$ cat src/logic/scc_cfg.svh
// Offsets, field positions, reset values and timing for the slow and
// fast RC clock control block. Assumes a 32-bit register port.
`ifndef SCC_CFG_SVH
`define SCC_CFG_SVH

// Register offsets (byte addresses)
`define SCC_SUPPLY_CMD_OFS 8'h00
`define SCC_SUPPLY_MODE_OFS 8'h04
`define SCC_SUPPLY_STAT_OFS 8'h08
`define SCC_MAIN_OSC_OFS 8'h0c
`define SCC_MAIN_FREQ_OFS 8'h10
`define SCC_POWER_STAT_OFS 8'h14
`define SCC_IRQ_EN_OFS 8'h18
`define SCC_TRIM_OFS 8'h1c

// Field positions
`define SCC_SLOW_CRYSTAL_SELECT_BIT 0
`define SCC_BYPASS_BIT 0
`define SCC_SRCSTAT_BIT 0
`define SCC_FRC_EN_BIT 0
`define SCC_FRC_FREQ_LSB 1
`define SCC_MEAS_DONE_BIT 16
`define SCC_MEAS_RESTART_BIT 20
`define SCC_FRC_STABLE_BIT 0
`define SCC_IRQ_EN_BIT 0
`define SCC_TRIM_LOW_LSB 0
`define SCC_TRIM_MID_LSB 8
`define SCC_TRIM_HIGH_LSB 16
`define SCC_OVR_LOW_BIT 7
`define SCC_OVR_MID_BIT 15
`define SCC_OVR_HIGH_BIT 23

// Reset values
`define SCC_FRC_EN_RST 1'b1
`define SCC_TRIM_RST 7'h00

// Timing: clock period and least fast RC settling time
`define SCC_MCLK_PERIOD_NS 40
`define SCC_FRC_SETTLE_NS 2000
// Slow clock falling edges per measurement window
`define SCC_MEAS_FALLS 5'h10

`endif

$ cat src/logic/scc_pkg.sv
// Types shared by the slow and fast RC clock control block.
// Assumes scc_cfg.svh supplies the numeric constants.
package scc_pkg;

    // Fast RC output frequency codes
    typedef enum logic [1:0] {
        SCC_FRC_4MHZ = 2'b00,
        SCC_FRC_8MHZ = 2'b01,
        SCC_FRC_12MHZ = 2'b10
    } scc_frc_freq_t;

    // Slow crystal select sequence
    typedef enum logic [2:0] {
        SCC_XS_RC = 3'b000,
        SCC_XS_PINS = 3'b001,
        SCC_XS_START = 3'b010,
        SCC_XS_SWITCH = 3'b011,
        SCC_XS_RC_OFF = 3'b100
    } scc_xsel_state_t;

    // Frequency measurement
    typedef enum logic [1:0] {
        SCC_M_IDLE = 2'b00,
        SCC_M_ARM = 2'b01,
        SCC_M_COUNT = 2'b10
    } scc_meas_state_t;

endpackage

$ cat src/logic/scc_sync.sv
// Two-flop level synchroniser into the register clock domain.
// Assumes its inputs come from oscillator or slow clock logic.
`timescale 1ns/10ps
module scc_sync #(
    parameter int WIDTH = 1
) (
    input wire logic clk, // Destination clock
    input wire logic rst_n, // Active low reset
    input wire logic [WIDTH-1:0] async_in, // Level from foreign domain
    output logic [WIDTH-1:0] sync_out // Synchronised level
);
    logic [WIDTH-1:0] meta_reg;

    initial begin
        if (WIDTH < 1) begin
            $error("scc_sync: WIDTH must be at least 1");
        end
    end

    // First stage feeds only the second stage
    always_ff @(posedge clk or negedge rst_n) begin
        if (!rst_n) begin
            meta_reg <= '0;
            sync_out <= '0;
        end else begin
            meta_reg <= async_in;
            sync_out <= meta_reg;
        end
    end
endmodule // scc_sync

$ cat src/logic/scc_clock_ctrl.sv
// Slow clock source selection and fast RC main clock control, with trim
// override and main clock frequency measurement.
// Assumes oscillator inputs sampled on mclk; io_por_n drops with io_supply.
`timescale 1ns/10ps
`include "scc_cfg.svh"
module scc_clock_ctrl
    import scc_pkg::*;
#(
    parameter int MEAS_W = 16, // Measured cycle count width
    parameter int TRIM_W = 7 // Trim field width
) (
    input wire logic mclk, // Register clock, 25 MHz
    input wire logic reset_n, // Peripheral and power-up reset
    input wire logic io_por_n, // Low while io_supply is absent
    input wire logic [7:0] addr, // Register byte address
    input wire logic [31:0] wdata, // Write data
    input wire logic wr, // Write strobe
    input wire logic rd, // Read strobe
    output logic [31:0] rdata, // Read data, cycle after rd
    input wire logic slow_rc_in, // Slow RC oscillator output level
    input wire logic slow_xtal_in, // Crystal oscillator or pin level
    input wire logic slow_xtal_ready, // Crystal oscillator running
    input wire logic fast_rc_ready, // Fast RC oscillator settled
    input wire logic main_tick, // One pulse per main clock cycle
    input wire logic [TRIM_W-1:0] factory_trim_low, // Nonvolatile trim
    input wire logic [TRIM_W-1:0] factory_trim_mid, // Nonvolatile trim
    input wire logic [TRIM_W-1:0] factory_trim_high, // Nonvolatile trim
    output logic slow_clock, // Glitch-free slow clock
    output logic slow_rc_osc_en, // Slow RC oscillator enable
    output logic slow_xtal_powered, // Crystal oscillator supply on
    output logic slow_xtal_amp_en, // Crystal amplifier enable
    output logic slow_xtal_bypass_en, // External clock on input pin
    output logic slow_pins_to_osc, // Crystal pins owned by oscillator
    output logic slow_pins_pullup_en, // Pull-ups on crystal pins
    output logic fast_rc_osc_en, // Fast RC oscillator enable
    output logic [1:0] fast_rc_freq, // Fast RC frequency code
    output logic [TRIM_W-1:0] fast_rc_trim, // Trim applied to fast RC
    output logic main_clock_run, // Main clock gate open
    output logic main_xtal_osc_en, // Crystal main oscillator enable
    output logic irq // Interrupt request, level
);
    localparam int SETTLE_CYC = (`SCC_FRC_SETTLE_NS +
        `SCC_MCLK_PERIOD_NS - 1) / `SCC_MCLK_PERIOD_NS;
    localparam logic [7:0] SETTLE_LOAD = 8'(SETTLE_CYC);

    initial begin
        if (MEAS_W < 8 || MEAS_W > 16) begin
            $error("scc_clock_ctrl: MEAS_W must lie in 8..16");
        end
        if (TRIM_W < 1 || TRIM_W > 7) begin
            $error("scc_clock_ctrl: TRIM_W must lie in 1..7");
        end
        if (SETTLE_CYC < 1 || SETTLE_CYC > 255) begin
            $error("scc_clock_ctrl: settle count out of range");
        end
    end

    // Reset release copies, two flops each
    logic rst_meta_reg, rst_n, io_meta_reg, io_rst_n;
    always_ff @(posedge mclk or negedge reset_n) begin
        if (!reset_n) begin
            rst_meta_reg <= 1'b0;
            rst_n <= 1'b0;
        end else begin
            rst_meta_reg <= 1'b1;
            rst_n <= rst_meta_reg;
        end
    end
    always_ff @(posedge mclk or negedge io_por_n) begin
        if (!io_por_n) begin
            io_meta_reg <= 1'b0;
            io_rst_n <= 1'b0;
        end else begin
            io_meta_reg <= 1'b1;
            io_rst_n <= io_meta_reg;
        end
    end

    // Oscillator status into the register domain
    logic xtal_ready_s, frc_ready_s;
    scc_sync #(.WIDTH(2)) u_sync (
        .clk(mclk),
        .rst_n(rst_n),
        .async_in({slow_xtal_ready, fast_rc_ready}),
        .sync_out({xtal_ready_s, frc_ready_s})
    );

    // Decoded strobes
    logic wr_cmd, wr_mode, wr_osc, wr_freq, wr_irq, wr_trim;
    assign wr_cmd = wr && addr == `SCC_SUPPLY_CMD_OFS;
    assign wr_mode = wr && addr == `SCC_SUPPLY_MODE_OFS;
    assign wr_osc = wr && addr == `SCC_MAIN_OSC_OFS;
    assign wr_freq = wr && addr == `SCC_MAIN_FREQ_OFS;
    assign wr_irq = wr && addr == `SCC_IRQ_EN_OFS;
    assign wr_trim = wr && addr == `SCC_TRIM_OFS;

    // Slow domain state, cleared only when io_supply goes away
    scc_xsel_state_t xs_reg;
    logic use_xtal_reg, bypass_reg, src_status_reg, slow_prev_reg;
    logic xtal_sel_reg;
    logic slow_next;

    // Sticky select; a later write of zero has no effect
    always_ff @(posedge mclk or negedge io_rst_n) begin
        if (!io_rst_n) begin
            xtal_sel_reg <= 1'b0;
        end else if (wr_cmd && wdata[`SCC_SLOW_CRYSTAL_SELECT_BIT]) begin
            xtal_sel_reg <= 1'b1;
        end
    end

    // Bypass choice, held with the slow domain
    always_ff @(posedge mclk or negedge io_rst_n) begin
        if (!io_rst_n) begin
            bypass_reg <= 1'b0;
        end else if (wr_mode && xs_reg == SCC_XS_RC) begin
            bypass_reg <= wdata[`SCC_BYPASS_BIT];
        end
    end

    // Pins first, then crystal start, then switch, then RC off
    always_ff @(posedge mclk or negedge io_rst_n) begin
        if (!io_rst_n) begin
            xs_reg <= SCC_XS_RC;
            use_xtal_reg <= 1'b0;
        end else begin
            unique case (xs_reg)
                SCC_XS_RC: begin
                    if (xtal_sel_reg) begin
                        xs_reg <= SCC_XS_PINS;
                    end
                end
                SCC_XS_PINS: begin
                    xs_reg <= SCC_XS_START;
                end
                SCC_XS_START: begin
                    // Bypass needs no amplifier start-up
                    if (xtal_ready_s || bypass_reg) begin
                        xs_reg <= SCC_XS_SWITCH;
                    end
                end
                SCC_XS_SWITCH: begin
                    // Only swap while both sources and output sit low
                    if (!slow_rc_in && !slow_xtal_in && !slow_clock) begin
                        use_xtal_reg <= 1'b1;
                        xs_reg <= SCC_XS_RC_OFF;
                    end
                end
                SCC_XS_RC_OFF: begin
                    xs_reg <= SCC_XS_RC_OFF;
                end
                default: begin
                    xs_reg <= SCC_XS_RC;
                end
            endcase
        end
    end

    // Slow clock output and status that tracks the source downstream
    assign slow_next = use_xtal_reg ? slow_xtal_in : slow_rc_in;
    always_ff @(posedge mclk or negedge io_rst_n) begin
        if (!io_rst_n) begin
            slow_clock <= 1'b0;
            slow_prev_reg <= 1'b0;
            src_status_reg <= 1'b0;
        end else begin
            slow_clock <= slow_next;
            slow_prev_reg <= slow_clock;
            src_status_reg <= use_xtal_reg;
        end
    end

    // Oscillator and pin controls from the sequence
    always_comb begin
        slow_xtal_powered = 1'b1;
        slow_rc_osc_en = xs_reg != SCC_XS_RC_OFF;
        slow_pins_to_osc = xs_reg != SCC_XS_RC;
        slow_pins_pullup_en = xs_reg == SCC_XS_RC;
        slow_xtal_amp_en = slow_pins_to_osc && xs_reg != SCC_XS_PINS &&
            !bypass_reg;
        slow_xtal_bypass_en = slow_pins_to_osc && bypass_reg;
    end

    // Crystal main oscillator stays off; fast RC is the only source
    assign main_xtal_osc_en = 1'b0;

    // Fast RC control
    logic frc_en_reg, frc_stable_reg, frc_stable_prev_reg, irq_en_reg;
    logic [1:0] frc_freq_reg;
    logic [7:0] settle_reg;
    logic frc_change;
    logic [1:0] freq_w;
    assign freq_w = wdata[`SCC_FRC_FREQ_LSB +: 2];
    // Code 2'b11 is not a frequency; such a write keeps the old code
    assign frc_change = wr_osc && (wdata[`SCC_FRC_EN_BIT] != frc_en_reg ||
        (freq_w != frc_freq_reg && freq_w != 2'b11));

    always_ff @(posedge mclk or negedge rst_n) begin
        if (!rst_n) begin
            frc_en_reg <= `SCC_FRC_EN_RST;
            frc_freq_reg <= SCC_FRC_4MHZ;
        end else if (wr_osc) begin
            frc_en_reg <= wdata[`SCC_FRC_EN_BIT];
            if (freq_w != 2'b11) begin
                frc_freq_reg <= freq_w;
            end
        end
    end

    // Settle wait: a least time, then the oscillator's own ready
    always_ff @(posedge mclk or negedge rst_n) begin
        if (!rst_n) begin
            settle_reg <= SETTLE_LOAD;
            frc_stable_reg <= 1'b0;
        end else if (frc_change || !frc_en_reg) begin
            settle_reg <= SETTLE_LOAD;
            frc_stable_reg <= 1'b0;
        end else if (settle_reg != 8'h00) begin
            settle_reg <= settle_reg - 8'h01;
        end else if (frc_ready_s) begin
            frc_stable_reg <= 1'b1;
        end
    end

    assign fast_rc_osc_en = frc_en_reg;
    assign fast_rc_freq = frc_freq_reg;
    assign main_clock_run = frc_stable_reg;

    // Interrupt enable and the level request
    always_ff @(posedge mclk or negedge rst_n) begin
        if (!rst_n) begin
            irq_en_reg <= 1'b0;
            frc_stable_prev_reg <= 1'b0;
        end else begin
            frc_stable_prev_reg <= frc_stable_reg;
            if (wr_irq) begin
                irq_en_reg <= wdata[`SCC_IRQ_EN_BIT];
            end
        end
    end
    assign irq = frc_stable_reg && irq_en_reg;

    // Trim fields and override selects, lost on every reset_n reset
    logic [TRIM_W-1:0] trim_low_reg, trim_mid_reg, trim_high_reg;
    logic ovr_low_reg, ovr_mid_reg, ovr_high_reg;
    always_ff @(posedge mclk or negedge rst_n) begin
        if (!rst_n) begin
            trim_low_reg <= TRIM_W'(`SCC_TRIM_RST);
            trim_mid_reg <= TRIM_W'(`SCC_TRIM_RST);
            trim_high_reg <= TRIM_W'(`SCC_TRIM_RST);
            ovr_low_reg <= 1'b0;
            ovr_mid_reg <= 1'b0;
            ovr_high_reg <= 1'b0;
        end else if (wr_trim) begin
            trim_low_reg <= wdata[`SCC_TRIM_LOW_LSB +: TRIM_W];
            trim_mid_reg <= wdata[`SCC_TRIM_MID_LSB +: TRIM_W];
            trim_high_reg <= wdata[`SCC_TRIM_HIGH_LSB +: TRIM_W];
            ovr_low_reg <= wdata[`SCC_OVR_LOW_BIT];
            ovr_mid_reg <= wdata[`SCC_OVR_MID_BIT];
            ovr_high_reg <= wdata[`SCC_OVR_HIGH_BIT];
        end
    end

    // Live trim mux; no clock switch needed to apply a new value
    always_ff @(posedge mclk or negedge rst_n) begin
        if (!rst_n) begin
            fast_rc_trim <= '0;
        end else begin
            unique case (frc_freq_reg)
                SCC_FRC_8MHZ: fast_rc_trim <= ovr_mid_reg ? trim_mid_reg :
                    factory_trim_mid;
                SCC_FRC_12MHZ: fast_rc_trim <= ovr_high_reg ?
                    trim_high_reg : factory_trim_high;
                default: fast_rc_trim <= ovr_low_reg ? trim_low_reg :
                    factory_trim_low;
            endcase
        end
    end

    // Frequency measurement from a slow clock rise to the 16th fall after it
    scc_meas_state_t meas_reg;
    logic [MEAS_W-1:0] meas_cnt_reg;
    logic [4:0] falls_reg;
    logic meas_done_reg, slow_rise, slow_fall, meas_start, last_fall;
    assign slow_rise = slow_clock && !slow_prev_reg;
    assign slow_fall = !slow_clock && slow_prev_reg;
    assign meas_start = (wr_freq && wdata[`SCC_MEAS_RESTART_BIT]) ||
        (frc_stable_reg && !frc_stable_prev_reg);
    assign last_fall = meas_reg == SCC_M_COUNT && slow_fall &&
        falls_reg == `SCC_MEAS_FALLS - 5'h01;

    always_ff @(posedge mclk or negedge rst_n) begin
        if (!rst_n) begin
            meas_reg <= SCC_M_IDLE;
            meas_cnt_reg <= '0;
            falls_reg <= 5'h00;
            meas_done_reg <= 1'b0;
        end else if (last_fall) begin
            // Completion wins over a restart in the same cycle
            meas_reg <= SCC_M_IDLE;
            meas_done_reg <= 1'b1;
        end else if (meas_start) begin
            meas_reg <= SCC_M_ARM;
            meas_done_reg <= 1'b0;
        end else begin
            unique case (meas_reg)
                SCC_M_IDLE: begin
                    meas_reg <= SCC_M_IDLE;
                end
                SCC_M_ARM: begin
                    if (slow_rise) begin
                        meas_reg <= SCC_M_COUNT;
                        meas_cnt_reg <= '0;
                        falls_reg <= 5'h00;
                    end
                end
                SCC_M_COUNT: begin
                    if (main_tick) begin
                        meas_cnt_reg <= meas_cnt_reg + MEAS_W'(1);
                    end
                    if (slow_fall) begin
                        falls_reg <= falls_reg + 5'h01;
                    end
                end
                default: begin
                    meas_reg <= SCC_M_IDLE;
                end
            endcase
        end
    end

    // Register read, data stand the cycle after the strobe
    always_ff @(posedge mclk or negedge rst_n) begin
        if (!rst_n) begin
            rdata <= 32'h0000_0000;
        end else begin
            rdata <= 32'h0000_0000;
            if (rd) begin
                unique case (addr)
                    `SCC_SUPPLY_MODE_OFS:
                        rdata[`SCC_BYPASS_BIT] <= bypass_reg;
                    `SCC_SUPPLY_STAT_OFS:
                        rdata[`SCC_SRCSTAT_BIT] <= src_status_reg;
                    `SCC_MAIN_OSC_OFS: begin
                        rdata[`SCC_FRC_EN_BIT] <= frc_en_reg;
                        rdata[`SCC_FRC_FREQ_LSB +: 2] <= frc_freq_reg;
                    end
                    `SCC_MAIN_FREQ_OFS: begin
                        rdata[MEAS_W-1:0] <= meas_cnt_reg;
                        rdata[`SCC_MEAS_DONE_BIT] <= meas_done_reg;
                    end
                    `SCC_POWER_STAT_OFS:
                        rdata[`SCC_FRC_STABLE_BIT] <= frc_stable_reg;
                    `SCC_IRQ_EN_OFS:
                        rdata[`SCC_IRQ_EN_BIT] <= irq_en_reg;
                    `SCC_TRIM_OFS: begin
                        rdata[`SCC_TRIM_LOW_LSB +: TRIM_W] <= trim_low_reg;
                        rdata[`SCC_TRIM_MID_LSB +: TRIM_W] <= trim_mid_reg;
                        rdata[`SCC_TRIM_HIGH_LSB +: TRIM_W] <= trim_high_reg;
                        rdata[`SCC_OVR_LOW_BIT] <= ovr_low_reg;
                        rdata[`SCC_OVR_MID_BIT] <= ovr_mid_reg;
                        rdata[`SCC_OVR_HIGH_BIT] <= ovr_high_reg;
                    end
                    default: rdata <= 32'h0000_0000;
                endcase
            end
        end
    end

    // Checks on the sequencing and flags
    a_rc_kept_on: assert property (@(posedge mclk) disable iff (!io_rst_n)
        !use_xtal_reg |-> slow_rc_osc_en)
        else $error("slow RC stopped before the crystal took over");
    a_pins_before_amp: assert property (@(posedge mclk)
        disable iff (!io_rst_n)
        $rose(slow_xtal_amp_en) |-> $past(slow_pins_to_osc))
        else $error("crystal amplifier started before pin handover");
    a_switch_low: assert property (@(posedge mclk) disable iff (!io_rst_n)
        $rose(use_xtal_reg) |-> !slow_clock && !$past(slow_clock))
        else $error("slow source swapped while clock high");
    a_status_track: assert property (@(posedge mclk)
        disable iff (!io_rst_n)
        $rose(use_xtal_reg) |=> src_status_reg ##1 src_status_reg)
        else $error("slow source status missed the switch");
    a_xtal_sticky: assert property (@(posedge mclk) disable iff (!io_rst_n)
        $past(use_xtal_reg) |-> use_xtal_reg)
        else $error("slow source returned to RC");
    a_change_stops: assert property (@(posedge mclk) disable iff (!rst_n)
        frc_change |=> !frc_stable_reg [*3])
        else $error("stable flag held across a fast RC change");
    a_off_clears: assert property (@(posedge mclk) disable iff (!rst_n)
        !frc_en_reg |=> !main_clock_run)
        else $error("main clock running with fast RC disabled");
    a_irq_raise: assert property (@(posedge mclk) disable iff (!rst_n)
        $rose(frc_stable_reg) && irq_en_reg |-> irq)
        else $error("no interrupt on stable flag");
    a_trim_select: assert property (@(posedge mclk) disable iff (!rst_n)
        frc_freq_reg == SCC_FRC_4MHZ && ovr_low_reg && !wr_trim
        |=> fast_rc_trim == trim_low_reg)
        else $error("software low trim not applied");
    a_meas_done: assert property (@(posedge mclk) disable iff (!rst_n)
        $rose(meas_done_reg) |-> $past(slow_fall) &&
        $past(falls_reg) == 5'h0f)
        else $error("measurement ended at the wrong slow edge");
endmodule // scc_clock_ctrl

$ cat config.mk
export PLATFORM = sky130hd
export DESIGN_NAME = scc_clock_ctrl
export DESIGN_NICKNAME = d
export VERILOG_FILES = /design/src/logic/scc_pkg.sv /design/src/logic/scc_sync.sv /design/src/logic/scc_clock_ctrl.sv
export VERILOG_INCLUDE_DIRS = /design/src /design/src/logic
export SDC_FILE = /design/constraint.sdc
export NUM_CORES = 1
export LEC_CHECK = 0
export ABC_AREA = 1
export BUFFER_PORTS_ARGS = -buffer_cell sky130_fd_sc_hd__buf_4
export CORE_AREA = 4 4 116 118
export CTS_CLUSTER_DIAMETER = 50
export DETAILED_ROUTE_END_ITERATION = 7
export DIE_AREA = 0 0 120 122
export PLACE_DENSITY = 0.67
export SYNTH_ARGS = -nofsm -noshare
export SYNTH_HDL_FRONTEND = slang
export SYNTH_SLANG_ARGS = --single-unit
$ cat constraint.sdc
create_clock -name mclk -period 4.7 [get_ports mclk]
set_input_delay 0.47 -clock mclk [delete_from_list [all_inputs] [get_ports mclk]]
set_output_delay 0.47 -clock mclk [all_outputs]
set_load 0.005 [all_outputs]
==> impl_metrics.py <==
metrics = {
    "clock_network": {
        "clock_latency_ns": 0.35,
        "cts_tree": "built",
        "clockRootBuffer": "clkbuf_16",
        "htree_levels": 3,
        "path_clk_slew_ns": 0.07,
        "clock_path_buffers": 2,
        "clkSinkCount": 110,
        "post-cts-setup-buffer-count": 0,
        "cts_buffers": 9,
    },
    "power_and_ir_drop": {
        "p_seq_share_pct": 50.7,
        "power.switching_mw": 0.5282,
        "swShare_pct": 25.67,
        "ir_drop_v": 0.0002660,
        "total_power_mw": 2.057,
        "leakage_nw": 3.347,
        "clockPowerShare_pct": 37.1,
        "internal_power_mw": 1.529,
        "combPwrFrac_pct": 12.2,
        "power.density_mw_per_mm2": 308.2,
    },
    "timing": {
        "rsz0062_at_grt": "false",
        "worst_slack_ns": 2.277,
        "tns_ns": 0,
        "hold_viol_final": 0,
        "relSlewSlack_pct": 46.08,
        "finalClockSkew_ns": 0.009980,
        "worstMarginPinSlew_ns": 0.8060,
        "fin_crit_sh_pct": 51.54,
        "final-setup-viol-count": 0,
        "slew_violations": 0,
        "finalCriticalPeriod_ns": 2.423,
        "fmax_mhz": 412.8,
    },
    "cells_and_area": {
        "largest_register_ffs": 24,
        "area_growth_pct": 21.60,
        "nNetsFinal": 852,
        "fill_cells": 1177,
        "drive_above_1_share_pct": 18.66,
        "antenna_cells": 0,
    },
    "setup_path": {
        "path_class": "register to register",
        "arrival_ns": 2.71,
        "cp.required_ns": 4.99,
        "cp-start-kind": "register",
        "worstPathMaxFanout": 27,
        "cp-end-kind": "register",
    },
    "hold_path": {
        "hold_class": "register to async pin",
    },
    "grt": {
        "grt_pass1_wl_um": 23080,
        "grt-ovfl-total": 0,
        "antenna_found_initial": 0,
        "grt_max_degree": 57,
        "grt_usage_pct": 19.71,
        "grt_pass1_vias": 4736,
    },
    "yosys": {
        "netlist_instances": 671,
        "yosysTopAreaCell": "dfrtp_1",
        "ys_seq_elements": 110,
        "ys_types": 42,
        "async_flop_share_pct": 100.0,
        "yosysMostFrequentCell": "nand2_1",
        "synth_area_leaders": "dfrtp_1, nand2_1, nor2_1, inv_1, nand3_1",
        "yosys-top-cells-count": "nand2_1, dfrtp_1, nor2_1",
        "netlist_area_mm2": 0.005490,
        "ys.flop_type": "dfrtp_1",
        "ys_seq_area_share_pct": 50.23,
        "avgSynthCellArea_um2": 8.182,
        "synth_warnings": 0,
        "synth_edf_count": 0,
        "synth_top_area_share_pct": 48.31,
    },
    "routing": {
        "drtIter0Drc": 328,
        "vias_per_cell": 5.120,
        "drt_wl_total_um": 13820,
        "drt-pass1-iter-count": 7,
        "num_vias": 4859,
        "wl_per_cell_um": 14.56,
        "drc_errors": 0,
        "antenna_left": 0,
    },
    "placed_design": {
        "gp_congestion": 0.9111,
        "pre_cts_slack_ns": 2.236,
        "port-buffer-count": 104,
        "place_hpwl_um": 10340,
    },
    "die": {
        "die_area_mm2": 0.01464,
        "dieWidth_um": 120,
        "io_pins": 123,
        "fp-row-count": 41,
        "initial_utilization_pct": 44.04,
        "die_h_um": 122,
        "core_area_mm2": 0.01247,
    },
    "flow_run": {
        "drv_cap": 0,
    },
    "outcome": {
        "outcome": "finished, final reports clean",
    },
}
[power groups by stage]
stage,logic (mW),registers [mW],clock network (mW)
detailed placement,0.246,1.06,0
finish,0.250,1.04,0.764
global route,0.279,1.05,0.817
global placement,0.236,1.06,0
CTS,0.249,1.04,0.787
floorplan,0.135,1.05,0
[kinds of logic (layout without fill, tap and decap cells)]
logic type      after synthesis  in the layout  synth area share (%)
simple gates                315            315                 25.57
buf+inv                     119            215                 9.457
flops                       110            110                 50.23
compound gates              107            107                 11.12
fa+ha+maj                     9              9                 2.051
xor+xnor                      9              9                 1.436
other cells                   2             12                0.1368
[layer usage]
metal | track usage [%] | up-vias | wire length (um)
met4 | 7.015 | 0 | 303
met3 | 3.435 | 22 | 687
met1 | 27.37 | 2345 | 6271
met5 | 0 | - | 0
met2 | 31.30 | 149 | 6553
li1 | - | 2343 | -
[final cells by class]
type | count | area (um^2) | area share [%]
well taps | 172 | 215.2 | 3.223
repair buffers | 107 | 808.3 | 12.11
multi-input cells | 452 | 2251 | 33.71
inverters | 92 | 346.6 | 5.191
clock inverters | 4 | 57.56 | 0.8621
clock buffers | 12 | 236.5 | 3.542
flip-flops and latches | 110 | 2761 | 41.36
[what timing repair did]
action | in CTS | in global routing
hold endpoints to repair | 4 | 0
hold buffers | 2 | 0
resized for setup | 0 | 0
[per-stage QoR]
stage,area (um^2),hold slack [ns],cells,util (%)
after floorplan,5528,0.1078,681,-
after global placement,6362,0.1543,931,51.04
after detailed placement,6362,0.1567,931,51.04
after CTS,6676,0.1640,949,53.56
after global routing,6676,0.1960,949,53.56
final,6676,0.1430,949,53.56
[critical path, cell delays in order (launching register included)]
cell	delay (ns)
dfrtp_1	0.38
inv_1	0.06
ha_1	0.40
inv_1	0.39
nand4_1	0.21
nand2_1	0.16
nand4_4	0.33
inv_1	0.29
nand2_1	0.09
nand2_1	0.06
[final timing paths]
| kind | start | slack [ns] | cells past startpoint | to |
|---|---|---|---|---|
| worst min-delay path | io_rst_n | 0.14 | 0 | use_xtal_reg |
| min in group mclk | slow_xtal_ready | 0.22 | 1 | u_sync.meta_reg[1] |
| max in group asynchronous | rst_n | 3.28 | 1 | rdata[4] |
| worst min register to register | io_rst_n | 0.14 | 0 | use_xtal_reg |
| worst max register to register | meas_reg[0] | 2.28 | 9 | meas_cnt_reg[8] |
| worst max-delay path | meas_reg[0] | 2.28 | 9 | meas_cnt_reg[8] |
[cell usage in the layout (no fill, tap or decap), types with 3 or more instances in the layout]
master,instances
clkinv_1,3
nor3b_1,3
a21oi_1,19
o21ai_1,15
xor2_1,8
dfrtp_1,105
o22ai_1,15
clkbuf_1,3
clkbuf_16,9
o21ai_0,40
nor2_1,94
inv_1,86
o32ai_1,9
ha_1,9
nor3_1,6
nand2_1,133
nand3_1,44
nand4_1,13
o31ai_1,3
nor2_4,3
buf_4,105
conb_1,12
nand2_2,7
dfstp_2,4
Note: power is estimated with default switching activity, not from simulation.
